[config.mk]
export PLATFORM = sky130hd
export DESIGN_NAME = mrpc_top
export DESIGN_NICKNAME = d
export VERILOG_FILES = /design/src/mrpc_pkg.sv /design/src/mrpc_cell.sv /design/src/mrpc_prog.sv /design/src/mrpc_top.sv
export SDC_FILE = /design/constraint.sdc
export NUM_CORES = 1
export LEC_CHECK = 0
export ABC_AREA = 1
export CAP_MARGIN = 20
export CORE_MARGIN = 2
export CORE_UTILIZATION = 30
export DETAILED_ROUTE_END_ITERATION = 12
export DONT_BUFFER_PORTS = 1
export HOLD_SLACK_MARGIN = 0.06
export SYNTH_ARGS = -nofsm -noshare
export SYNTH_HDL_FRONTEND = slang
export SYNTH_SLANG_ARGS = --single-unit
[constraint.sdc]
create_clock -name ref_clk -period 2.8 [get_ports ref_clk]
set_input_delay 0.42 -clock ref_clk [delete_from_list [all_inputs] [get_ports ref_clk]]
set_output_delay 0.42 -clock ref_clk [all_outputs]
set_load 0.01 [all_outputs]
[src/mrpc_pkg.sv]
// Purpose: shared constants and carriers for the macrocell preload chain
// Assumes: one clock, asynchronous active-low reset
// Notes: eight output macrocells, one registered bit each when so configured
package mrpc_pkg;

  // ==========================================================
  // sizes and reset values
  localparam int MRPC_CELLS = 8;
  localparam int MRPC_SIG_BITS = 64;
  localparam logic [MRPC_CELLS-1:0] MRPC_REG_RST = 8'h00;
  localparam logic [MRPC_SIG_BITS-1:0] MRPC_SIG_RST = 64'h0000_0000_0000_0000;
  localparam logic [MRPC_CELLS-1:0] MRPC_CFG_RST = 8'h00;

  // ==========================================================
  // power-up reset interval in microseconds and in clock cycles
  localparam int MRPC_CLK_MHZ = 100;
  localparam int MRPC_RESET_US = 45;
  localparam int MRPC_RESET_CYC = MRPC_RESET_US * MRPC_CLK_MHZ;
  localparam int MRPC_RCNT_W = 13;

  // ==========================================================
  // programming commands
  typedef enum logic [2:0] {
    MRPC_CMD_NONE = 3'b000,
    MRPC_CMD_ERASE = 3'b001,
    MRPC_CMD_PROG_CFG = 3'b010,
    MRPC_CMD_PROG_SIG = 3'b011,
    MRPC_CMD_SECURE = 3'b100,
    MRPC_CMD_VERIFY = 3'b101
  } mrpc_cmd_e;

  typedef enum logic [1:0] {
    MRPC_ST_PWRUP = 2'b00,
    MRPC_ST_NORMAL = 2'b01,
    MRPC_ST_PRELOAD = 2'b10
  } mrpc_state_e;

  // programming request carrier
  typedef struct packed {
    logic valid;
    mrpc_cmd_e cmd;
    logic [MRPC_SIG_BITS-1:0] data;
  } mrpc_req_s;

  // programming answer carrier
  typedef struct packed {
    logic done;
    logic refused;
    logic [MRPC_SIG_BITS-1:0] data;
  } mrpc_rsp_s;

endpackage

[src/mrpc_cell.sv]
// Purpose: one macrocell register with preload chain bypass
// Assumes: chain input is the previous registered cell output or bypass
// Notes: a non-registered cell just passes the chain through
`timescale 1ns/10ps
module mrpc_cell
  import mrpc_pkg::*;
(
  input wire logic ref_clk,
  input wire logic arst_n,
  input wire logic is_reg,
  input wire logic run_en,
  input wire logic shift_en,
  input wire logic func_d,
  input wire logic chain_in,
  output logic chain_out,
  output logic reg_q
);

  // ==========================================================
  // register: cleared at power-up, shifts or clocks normally
  always_ff @(posedge ref_clk or negedge arst_n) begin
    if (!arst_n) begin
      reg_q <= 1'b0;
    end else if (is_reg && shift_en) begin
      reg_q <= chain_in;
    end else if (is_reg && run_en) begin
      reg_q <= func_d;
    end
  end

  // bypass keeps unregistered cells out of the chain
  assign chain_out = is_reg ? reg_q : chain_in;

endmodule

[src/mrpc_prog.sv]
// Purpose: protection cell, signature word and bulk erase
// Assumes: one command per valid pulse, answer one cycle later
// Notes: signature never steers logic; it is only stored and read
`timescale 1ns/10ps
module mrpc_prog
  import mrpc_pkg::*;
(
  input wire logic ref_clk,
  input wire logic arst_n,
  input wire mrpc_req_s req,
  output mrpc_rsp_s rsp,
  output logic [MRPC_CELLS-1:0] cfg_q,
  output logic secure_q
);

  logic [MRPC_SIG_BITS-1:0] sig_q;
  logic blocked;

  // array access locked once the protection cell is set
  assign blocked = secure_q && (req.cmd == MRPC_CMD_PROG_CFG
                   || req.cmd == MRPC_CMD_VERIFY || req.cmd == MRPC_CMD_SECURE);

  // ==========================================================
  // stored cells; only erase clears protection, and with it all else
  always_ff @(posedge ref_clk or negedge arst_n) begin
    if (!arst_n) begin
      cfg_q <= MRPC_CFG_RST;
      sig_q <= MRPC_SIG_RST;
      secure_q <= 1'b0;
    end else if (req.valid) begin
      case (req.cmd)
        MRPC_CMD_ERASE: begin
          cfg_q <= MRPC_CFG_RST;
          sig_q <= MRPC_SIG_RST;
          secure_q <= 1'b0;
        end
        MRPC_CMD_PROG_CFG: begin
          if (!blocked) begin
            cfg_q <= req.data[MRPC_CELLS-1:0];
          end
        end
        MRPC_CMD_PROG_SIG: begin
          sig_q <= req.data;
        end
        MRPC_CMD_SECURE: begin
          secure_q <= 1'b1;
        end
        default: begin
        end
      endcase
    end
  end

  // ==========================================================
  // answer: signature reads bypass the lock, array reads do not
  always_ff @(posedge ref_clk or negedge arst_n) begin
    if (!arst_n) begin
      rsp <= '0;
    end else begin
      rsp.done <= req.valid;
      rsp.refused <= req.valid && blocked;
      if (req.valid && req.cmd == MRPC_CMD_PROG_SIG) begin
        rsp.data <= sig_q;
      end else if (req.valid && req.cmd == MRPC_CMD_VERIFY && !blocked) begin
        rsp.data <= {{(MRPC_SIG_BITS-MRPC_CELLS){1'b0}}, cfg_q};
      end else if (req.valid) begin
        rsp.data <= sig_q;
      end
    end
  end

endmodule

[src/mrpc_top.sv]
// Purpose: macrocell registers with serial preload and readback
// Assumes: preload_select is a logic level already decoded from the
//   elevated pin voltage; clock edges arrive as functional clock enables
// Notes: serial_preload_out is open drain, driven only while low
`timescale 1ns/10ps
// Notes on behaviour
// power-up clears every macrocell register
// common clock and output enable when registered
// tester waits out power-up reset interval
// elevated select level enters preload mode
// one chain bit per registered cell
// one shift per rising clock edge
// enters lowest cell, first bit ends highest
// old contents shift out serially
// low is zero, high is one
// register value inverted on output pin
// readback ignores output enable state
// normal clocking resumes from loaded state
// protection blocks array programming and verify
// protection cleared only by bulk erase
// 64-bit signature, no logic effect
// signature readable despite protection
// bulk erase clears everything
// tester drops select before functional clocks
module mrpc_top
  import mrpc_pkg::*;
(
  input wire logic ref_clk,
  input wire logic arst_n,
  input wire logic preload_select,
  input wire logic preload_shift_clock,
  input wire logic serial_preload_in,
  input wire logic out_enable_n,
  input wire logic [MRPC_CELLS-1:0] next_state,
  input wire mrpc_req_s prog_req,
  output mrpc_rsp_s prog_rsp,
  output logic serial_preload_out_o,
  output logic serial_preload_out_oe,
  output logic [MRPC_CELLS-1:0] cell_pin_o,
  output logic [MRPC_CELLS-1:0] cell_pin_oe,
  output logic reset_done,
  output logic preload_active
);

  mrpc_state_e state_q;
  logic [MRPC_RCNT_W-1:0] rcnt_q;
  logic clk_prev_q;
  logic clk_rise;
  logic shift_en;
  logic run_en;
  logic [MRPC_CELLS:0] chain;
  logic [MRPC_CELLS-1:0] reg_q;
  logic [MRPC_CELLS-1:0] cfg_q;
  logic secure_q;
  logic sdo_q;

  // ==========================================================
  // edge detect on the shared clock pin, which is also the shift clock
  always_ff @(posedge ref_clk or negedge arst_n) begin
    if (!arst_n) begin
      clk_prev_q <= 1'b0;
    end else begin
      clk_prev_q <= preload_shift_clock;
    end
  end

  assign clk_rise = preload_shift_clock && !clk_prev_q;

  // ==========================================================
  // power-up interval counter; edges during it are dropped
  always_ff @(posedge ref_clk or negedge arst_n) begin
    if (!arst_n) begin
      rcnt_q <= '0;
    end else if (state_q == MRPC_ST_PWRUP) begin
      rcnt_q <= rcnt_q + 1'b1;
    end
  end

  // ==========================================================
  // mode machine
  always_ff @(posedge ref_clk or negedge arst_n) begin
    if (!arst_n) begin
      state_q <= MRPC_ST_PWRUP;
    end else begin
      case (state_q)
        MRPC_ST_PWRUP: begin
          // tester must not preload earlier; such edges are ignored
          if (rcnt_q == MRPC_RCNT_W'(MRPC_RESET_CYC - 1)) begin
            state_q <= MRPC_ST_NORMAL;
          end
        end
        MRPC_ST_NORMAL: begin
          if (preload_select) begin
            state_q <= MRPC_ST_PRELOAD;
          end
        end
        MRPC_ST_PRELOAD: begin
          if (!preload_select) begin
            state_q <= MRPC_ST_NORMAL;
          end
        end
        default: begin
          state_q <= MRPC_ST_PWRUP;
        end
      endcase
    end
  end

  assign shift_en = (state_q == MRPC_ST_PRELOAD) && preload_select && clk_rise;
  assign run_en = (state_q == MRPC_ST_NORMAL) && !preload_select && clk_rise;
  assign reset_done = (state_q != MRPC_ST_PWRUP);
  assign preload_active = (state_q == MRPC_ST_PRELOAD);

  // ==========================================================
  // chain enters at cell 0 (lowest pin) and moves up
  assign chain[0] = serial_preload_in;

  genvar gi;
  generate
    for (gi = 0; gi < MRPC_CELLS; gi++) begin : g_cell
      mrpc_cell u_cell (
        .ref_clk(ref_clk),
        .arst_n(arst_n),
        .is_reg(cfg_q[gi]),
        .run_en(run_en),
        .shift_en(shift_en),
        .func_d(next_state[gi]),
        .chain_in(chain[gi]),
        .chain_out(chain[gi+1]),
        .reg_q(reg_q[gi])
      );
    end
  endgenerate

  // ==========================================================
  // serial readback, independent of the output enable pin
  always_ff @(posedge ref_clk or negedge arst_n) begin
    if (!arst_n) begin
      sdo_q <= 1'b1;
    end else begin
      sdo_q <= chain[MRPC_CELLS];
    end
  end

  // open drain: pull low for zero, release for one
  assign serial_preload_out_o = 1'b0;
  assign serial_preload_out_oe = preload_active && !sdo_q;

  // ==========================================================
  // normal pins: active-low register view, common enable
  assign cell_pin_o = ~reg_q;
  assign cell_pin_oe = (!out_enable_n && !preload_active) ? cfg_q : '0;

  // ==========================================================
  // programming side
  mrpc_prog u_prog (
    .ref_clk(ref_clk),
    .arst_n(arst_n),
    .req(prog_req),
    .rsp(prog_rsp),
    .cfg_q(cfg_q),
    .secure_q(secure_q)
  );

  // ==========================================================
  // checks
  property p_pwrup_clear;
    @(posedge ref_clk) disable iff (!arst_n)
    (state_q == MRPC_ST_PWRUP) |-> (reg_q == MRPC_REG_RST);
  endproperty
  a_pwrup_clear: assert property (p_pwrup_clear) else $error("register set in power-up");

  property p_no_early_preload;
    @(posedge ref_clk) disable iff (!arst_n)
    (state_q == MRPC_ST_PWRUP) |=> (state_q != MRPC_ST_PRELOAD);
  endproperty
  a_no_early_preload: assert property (p_no_early_preload) else $error("early preload");

  property p_enter;
    @(posedge ref_clk) disable iff (!arst_n)
    (state_q == MRPC_ST_NORMAL && preload_select) |=> preload_active;
  endproperty
  a_enter: assert property (p_enter) else $error("preload not entered");

  property p_shift_in;
    @(posedge ref_clk) disable iff (!arst_n)
    (shift_en && cfg_q[0]) |=> (reg_q[0] == $past(serial_preload_in));
  endproperty
  a_shift_in: assert property (p_shift_in) else $error("lowest cell missed bit");

  property p_shift_up;
    @(posedge ref_clk) disable iff (!arst_n)
    (shift_en && cfg_q[1] && cfg_q[0]) |=> (reg_q[1] == $past(reg_q[0]));
  endproperty
  a_shift_up: assert property (p_shift_up) else $error("chain did not move up");

  property p_readout;
    @(posedge ref_clk) disable iff (!arst_n)
    // the top cell may move on a functional edge, so compare its old value
    cfg_q[MRPC_CELLS-1] |=> (sdo_q == $past(reg_q[MRPC_CELLS-1]));
  endproperty
  a_readout: assert property (p_readout) else $error("readback mismatch");

  property p_bypass;
    @(posedge ref_clk) disable iff (!arst_n)
    (shift_en && !cfg_q[2]) |=> (reg_q[2] == $past(reg_q[2]));
  endproperty
  a_bypass: assert property (p_bypass) else $error("bypassed cell changed");

  property p_invert;
    @(posedge ref_clk) disable iff (!arst_n)
    cell_pin_o[3] != reg_q[3];
  endproperty
  a_invert: assert property (p_invert) else $error("pin not inverted");

  property p_resume;
    @(posedge ref_clk) disable iff (!arst_n)
    (run_en && cfg_q[0]) |=> (reg_q[0] == $past(next_state[0]));
  endproperty
  a_resume: assert property (p_resume) else $error("functional clock lost");

  property p_lock;
    @(posedge ref_clk) disable iff (!arst_n)
    (secure_q && prog_req.valid && prog_req.cmd == MRPC_CMD_PROG_CFG)
      |=> (prog_rsp.refused && $stable(cfg_q));
  endproperty
  a_lock: assert property (p_lock) else $error("locked array accessed");

  property p_erase;
    @(posedge ref_clk) disable iff (!arst_n)
    (prog_req.valid && prog_req.cmd == MRPC_CMD_ERASE) |=> (!secure_q && cfg_q == MRPC_CFG_RST);
  endproperty
  a_erase: assert property (p_erase) else $error("erase incomplete");

  property p_secure_hold;
    @(posedge ref_clk) disable iff (!arst_n)
    (secure_q && !(prog_req.valid && prog_req.cmd == MRPC_CMD_ERASE)) |=> secure_q;
  endproperty
  a_secure_hold: assert property (p_secure_hold) else $error("protection lost");

  property p_secure_set;
    @(posedge ref_clk) disable iff (!arst_n)
    (prog_req.valid && prog_req.cmd == MRPC_CMD_SECURE) |=> secure_q;
  endproperty
  a_secure_set: assert property (p_secure_set) else $error("protection not set");

  property p_verify_lock;
    @(posedge ref_clk) disable iff (!arst_n)
    (secure_q && prog_req.valid && prog_req.cmd == MRPC_CMD_VERIFY) |=> prog_rsp.refused;
  endproperty
  a_verify_lock: assert property (p_verify_lock) else $error("locked verify answered");

  property p_sig_open;
    @(posedge ref_clk) disable iff (!arst_n)
    (prog_req.valid && prog_req.cmd == MRPC_CMD_PROG_SIG) |=> !prog_rsp.refused;
  endproperty
  a_sig_open: assert property (p_sig_open) else $error("signature access refused");

  property p_answer;
    @(posedge ref_clk) disable iff (!arst_n)
    prog_req.valid |=> prog_rsp.done;
  endproperty
  a_answer: assert property (p_answer) else $error("command not answered");

  property p_pwrup_idle;
    @(posedge ref_clk) disable iff (!arst_n)
    (state_q == MRPC_ST_PWRUP) |-> !(shift_en || run_en);
  endproperty
  a_pwrup_idle: assert property (p_pwrup_idle) else $error("edge taken in power-up");

  property p_exit;
    @(posedge ref_clk) disable iff (!arst_n)
    (preload_active && !preload_select) |=> !preload_active;
  endproperty
  a_exit: assert property (p_exit) else $error("preload not left");

  property p_hold;
    @(posedge ref_clk) disable iff (!arst_n)
    (!shift_en && !run_en) |=> $stable(reg_q);
  endproperty
  a_hold: assert property (p_hold) else $error("register moved without an edge");

  property p_chain_empty;
    @(posedge ref_clk) disable iff (!arst_n)
    (cfg_q == '0) |=> (sdo_q == $past(serial_preload_in));
  endproperty
  a_chain_empty: assert property (p_chain_empty) else $error("empty chain not bypassed");

  // open-drain level must follow the top cell whatever the pin enables are
  property p_sdo_level;
    @(posedge ref_clk) disable iff (!arst_n)
    (preload_active && cfg_q[MRPC_CELLS-1]) ##1 preload_active
      |-> (serial_preload_out_oe != $past(reg_q[MRPC_CELLS-1]));
  endproperty
  a_sdo_level: assert property (p_sdo_level) else $error("serial out level wrong");

  property p_oe_off;
    @(posedge ref_clk) disable iff (!arst_n)
    out_enable_n |-> (cell_pin_oe == '0);
  endproperty
  a_oe_off: assert property (p_oe_off) else $error("pin driven while disabled");

  c_preload: cover property (@(posedge ref_clk) disable iff (!arst_n) shift_en);
  c_resume: cover property (@(posedge ref_clk) disable iff (!arst_n)
    preload_active ##1 !preload_active ##[1:20] run_en);
  c_secure_refuse: cover property (@(posedge ref_clk) disable iff (!arst_n) prog_rsp.refused);
  c_bypass_shift: cover property (@(posedge ref_clk) disable iff (!arst_n)
    shift_en && cfg_q != '1 && cfg_q != '0);

endmodule

### Yosys cells after proc, flatten, opt, wreduce, memory -nomap -nowiden

Cells that the tools add are included.

* register bits: 164
* bits in latches: 0
* RAM bits: 0
* ROM bits: 0
* output and inout bits: 86
* logic and storage cells: 122
* memories: 0

* add/subtract/negate cells: 1
* multiply operators: 0
* div/mod/pow operators: 0
* magnitude comparators: 0
* equal/unequal tests: 12
* shift operators: 0
* muxes and demuxes: 36
* bitwise gates (word level): 1
* reductions and logical operators: 54

Operator list (count)
* $mux 64: 3
* $pmux 64 s2: 1
* $logic_and 1x1->1: 28
* $mux 1: 24
* $reduce_bool 2->1: 12
* $mux 8: 2
* $pmux 8 s2: 1
* $add 13x1->13 const B: 1
* $eq 13x13->1 const B: 1
* $not 8->8: 1
* $eq 3x2->1 const B: 2
* $eq 3x3->1 const B: 2
* $logic_not 1->1: 6
* $mux 2: 3
* $ne 2x2->1 const B: 3
* $pmux 2 s3: 1
* $reduce_and 3->1: 2
* $reduce_and 2->1: 2
* $eq 3x1->1 const B: 1
* $reduce_bool 3->1: 1
* $eq 2x1->1 const B: 1
* $eq 2x2->1 const B: 1
* $logic_not 2->1: 1
* $logic_or 1x1->1: 2
* other kinds (2): 2

### Depth between registers and ports, before layout

* depth after elaboration: 8
* gate-level depth with buffers: 11
* depth with buffers taken out: 11

### Hierarchy

Synthesis repeated with hierarchy kept, for this count alone.

* cell total of the unflattened synthesis: 879
* area, all modules: 7278.2 um^2

Modules (own cells, without submodules)
* mrpc_prog: instances 1, cells each 643, area an instance 5689.2 um^2
* mrpc_top: instances 1, cells each 132, area an instance 978.4 um^2
* mrpc_cell: instances 8, cells each 13, area an instance 76.3 um^2

### Worst setup path before layout

No wires, ideal clock.

* path kind: reg-to-reg
* start point: reg state_q[0]
* end point: reg g_cell[1].u_cell.reg_q
* library setup time: 0.132 ns
* arrival: 1.461 ns
* path slack: 1.207 ns
* cell stages (with the launch flop): 7
* path buffers: 0
* cell sequence: dfrtp_1 > nor2_1 > nand3_2 > inv_1 > nor2_1 > a2111oi_0 > nor2_1

* cells in the longest elaborated chain, start to end: 5
* elaborated cells between the ends (all ways): 10
* classes of those cells: 2 x eq/ne; 1 x mux; 7 x reduce/logical

RTL lines
* start: declaration: RTL line mrpc_top.sv:45 `mrpc_state_e state_q;`
* start signal: assignment: RTL line mrpc_top.sv:83 `state_q <= MRPC_ST_PWRUP;`
* start signal: assignment: RTL line mrpc_top.sv:89 `state_q <= MRPC_ST_NORMAL;`
* start signal: assignment: RTL line mrpc_top.sv:94 `state_q <= MRPC_ST_PRELOAD;`
* $eq 2x2->1 *
* net preload_active: RTL line mrpc_top.sv:42 `output logic preload_active`
* $logic_and 1x1->1 * (2 in series): RTL line mrpc_top.sv:109 `assign shift_en = (state_q == MRPC_ST_PRELOAD) && preload_select && clk_rise;`
* $logic_and 1x1->1 *: RTL line mrpc_cell.sv:24 `end else if (is_reg && shift_en) begin`
* $mux 1 or $reduce_bool 2->1 (tied branches)
* end signal: assignment: RTL line mrpc_cell.sv:25 `reg_q <= chain_in;`
* end signal: assignment: RTL line mrpc_cell.sv:27 `reg_q <= func_d;`
* end: declaration: RTL line mrpc_cell.sv:16 `output logic reg_q`

The timed path passes the listed nets; every way through them passes the cells marked *.
A chain may end at the register's enable or synchronous reset.

### Worst setup path after layout

* start point: reg state_q[1]
* end point: out cell_pin_oe[1]

* cells in the longest elaborated chain, start to end: 4

RTL lines
* $eq 2x2->1: RTL line mrpc_top.sv:112 `assign preload_active = (state_q == MRPC_ST_PRELOAD);`
* net preload_active: RTL line mrpc_top.sv:42
* $logic_not 1->1: RTL line mrpc_top.sv:152 `assign cell_pin_oe = (!out_enable_n && !preload_active) ? cfg_q : '0;`
* $logic_and 1x1->1: RTL line mrpc_top.sv:152
* $mux 8: RTL line mrpc_top.sv:152
* end: declaration: RTL line mrpc_top.sv:40 `output logic [MRPC_CELLS-1:0] cell_pin_oe,`

The timed path passes the listed nets, and every way through them passes these cells.

==> results.json <==
{
  "area_growth_pct": 12.7,
  "final_net_count": 813,
  "fmax_ghz": 0.478,
  "startpoint": "state_q[1]",
  "hold_path.class": "input port to async pin",
  "unrepaired_setup_endpoints_after_global_routing": "false",
  "routed_wire_length_per_instance_um": 16.9,
  "synthesis.nets": 831,
  "post-route-util_pct": 34.4,
  "final.setup.tns_ps": 0,
  "max_cap_violations": 0,
  "detail-route-antenna-nets": 0,
  "synth_top_area_cell": "dfrtp_1",
  "route.detailed.vias_per_inst": 4.87,
  "setup.worst_path.start_class": "flop",
  "leakage_component_of_the_power_nw": 3.50,
  "global_route_wire_length_before_repair_um": 27400,
  "first_global_vias": 4943,
  "drt_drc_violations_left": 0,
  "htree_levels": 4,
  "placed_cell_area_um2": 7110,
  "cts_inserted_buffers": 17,
  "finalCriticalPeriod_ps": 2090,
  "arrival_ps": 1670,
  "seq_area_frac_synth_pct": 59.5,
  "synth_edf_count": 0,
  "tightestPinTransition_ps": 852,
  "synthCells": 748,
  "non_filler_cells_in_the_finished_layout": 1028,
  "report.final.slew_viol_count": 0,
  "floorplan.die.height_um": 156,
  "grt_use_total_pct": 14.5,
  "fp.dieArea_um2": 24200,
  "design_power_total_mw": 6.05,
  "place_worst_setup_slack_ps": 869,
  "timing.final.setup_violations": 0,
  "mappedNetlistArea_um2": 6900,
  "flip_flop_and_latch_count_after_synthesis": 164,
  "place.detailed.hpwl_um": 11000,
  "worst_hold_slack_ps": -313,
  "finalHoldViolCount": 164,
  "synth_cell_type_count": 40,
  "synth_largest_type_area_fraction_pct": 59.1,
  "timing_worst_setup_path_type": "flop to output port",
  "min_period_over_period_pct": 74.7,
  "postSynthAreaPerCell_um2": 9.23,
  "placedCellCount": 991,
  "io-pin-count": 168,
  "path_clk_slew_ps": 80,
  "run_status": "complete, but fails checks",
  "share_of_post_route_cells_with_drive_strength_above_1_pct": 7.00,
  "die_width_um": 156,
  "postSynth.asyncResetShare_pct": 100,
  "crit_path_end_kind": "output port",
  "routabilityCongestion": 0.805,
  "crit_fanout": 8,
  "required_time_reported_for_the_critical_path_endpoint_ps": 2380,
  "clkSinkCount": 164,
  "max-slew-margin-rel_pct": 43.2,
  "ctsRootBufferMaster": "clkbuf_16",
  "ys.flop_type": "dfrtp_1",
  "place.port_buffers": 0,
  "globalRouteOverflowTotal": 0,
  "met3_wirelength_um": 1720,
  "clock_insertion_delay_worst_skew_ps": 430,
  "initial_drc_count": 315,
  "finClkSkew_ps": 13.0,
  "met2RoutedLength_um": 8000,
  "met1Wirelength_um": 7430,
  "detailroute.via_count": 5006,
  "tritoncts": "yes",
  "final.setup.worst_slack_ps": 708,
  "violations_in_the_final_reports": "hold timing",
  "maximum_number_of_pins_on_one_net_before_global_route_repair": 165,
  "fp.coreArea_um2": 22600,
  "design_area_um2": 7780,
  "initial_core_util_pct": 30.5,
  "cts_buffer_depth": 2,
  "power_per_cell_area_nw_per_um2": 778,
  "first_pass_iters": 5,
  "crit-reg2reg-launch": "state_q[0]",
  "insertedDiodeCount": 0,
  "top_layer_used": "met4",
  "largest_cells_by_area_after_synthesis": "dfrtp_1 59%, nand2_1 6.7%, o21ai_0 6.5%",
  "finalWirelength_um": 17400,
  "rows": 55,
  "peak_ir_drop_on_the_vdd_network_v": 0.000354,
  "synth.yosys.warnings": 0,
  "antenna_violations_before_repair": 0
}
## power breakdown
part / leakage (nW) / total (mW) / switching (mW) / internal [mW]
clock network: 0.291 / 2.37 / 1.15 / 1.22
logic: 1.12 / 0.625 / 0.383 / 0.242
registers: 2.09 / 3.06 / 0.323 / 2.74
total: 3.50 / 6.05 / 1.85 / 4.20
## cell usage in the layout, fill, tap and decap left out, types with 3 or more instances in the layout
cell,Yosys,final
a211oi_1,40,40
buf_4,1,3
nand3_1,82,82
inv_1,77,77
clkbuf_16,0,17
nor3_1,4,3
a21oi_1,12,12
nor2_1,71,71
xor2_1,10,10
dfrtp_1,163,163
clkinv_8,0,6
nand3_2,3,3
o21ai_0,90,90
nand2_1,124,124
dlygate4sd3_1,0,5
inv_8,0,4
## cell usage after synthesis (all sizes together) (2+ instances only)
cell type / instances
nand2: 125
nand4: 2
nand3: 85
nor3: 7
o21ai: 90
xor2: 10
nor2: 73
clkbuf: 33
a21oi: 13
a211oi: 40
a22oi: 2
clkinv: 2
inv: 78
buf: 13
dfrtp: 163
or2: 2
## state kept, by name (all words and copies together), names as in the netlist
register and count:
state_q 2, u_prog.cfg_q 8, g_cell.u_cell.reg_q 8, sdo_q 1, u_prog.rsp 66, u_prog.sig_q 64, u_prog.secure_q 1, clk_prev_q 1
rcnt_q 13
## path summary, 6_finish.rpt
| check | to | depth (start not counted) | slack (ps) |
|---|---|---|---|
| max reg2reg | g_cell[3].u_cell.reg_q | 8 | 840 |
| min | g_cell[5].u_cell.reg_q | 0 | -310 |
| max | cell_pin_oe[1] | 4 | 710 |
| min reg2reg | u_prog.sig_q[2] | 2 | 480 |
| min in group ref_clk | u_prog.secure_q | 1 | 90 |
| max in group asynchronous | u_prog.rsp[14] | 0 | 2740 |
## critical path, stage by stage (launching register included)
cell and delay [ps]:
dfrtp_1 370, inv_1 70, nor2_1 110, or2_2 390
nor2_1 310
## timing repair
action,4_1_cts,5_1_grt
endpoints found under the hold margin,169,169
hold buffers,2,3
buffers inserted,0,0
setup endpoints to repair,0,0
gates resized for setup,0,0
## per-layer routing
layer	vias up	GRT usage, %
met4	0	3.76
met5	-	0
met3	15	6.78
met2	177	22.4
li1	2412	-
met1	2402	18.3
## cell families (layout without fill, tap and decap cells)
group	count (synthesis)	count (layout)	share of synthesized area, %
buf+inv	126	121	7.29
other cells	1	1	0.0543
simple gates	294	294	18.8
xor+xnor	11	11	1.40
fa+ha+maj	1	1	0.181
compound gates	151	151	12.8
flops	164	164	59.5
## layout make-up
type                    count  area (um^2)
clock buffers              17          425
clock inverters            15          191
fillers                  2285        14900
flip-flops and latches    164         4110
inverters                  80          307
multi-input cells         458         2300
well taps                 285          357
repair buffers              9         92.6
(Power assumes the default switching activity.)
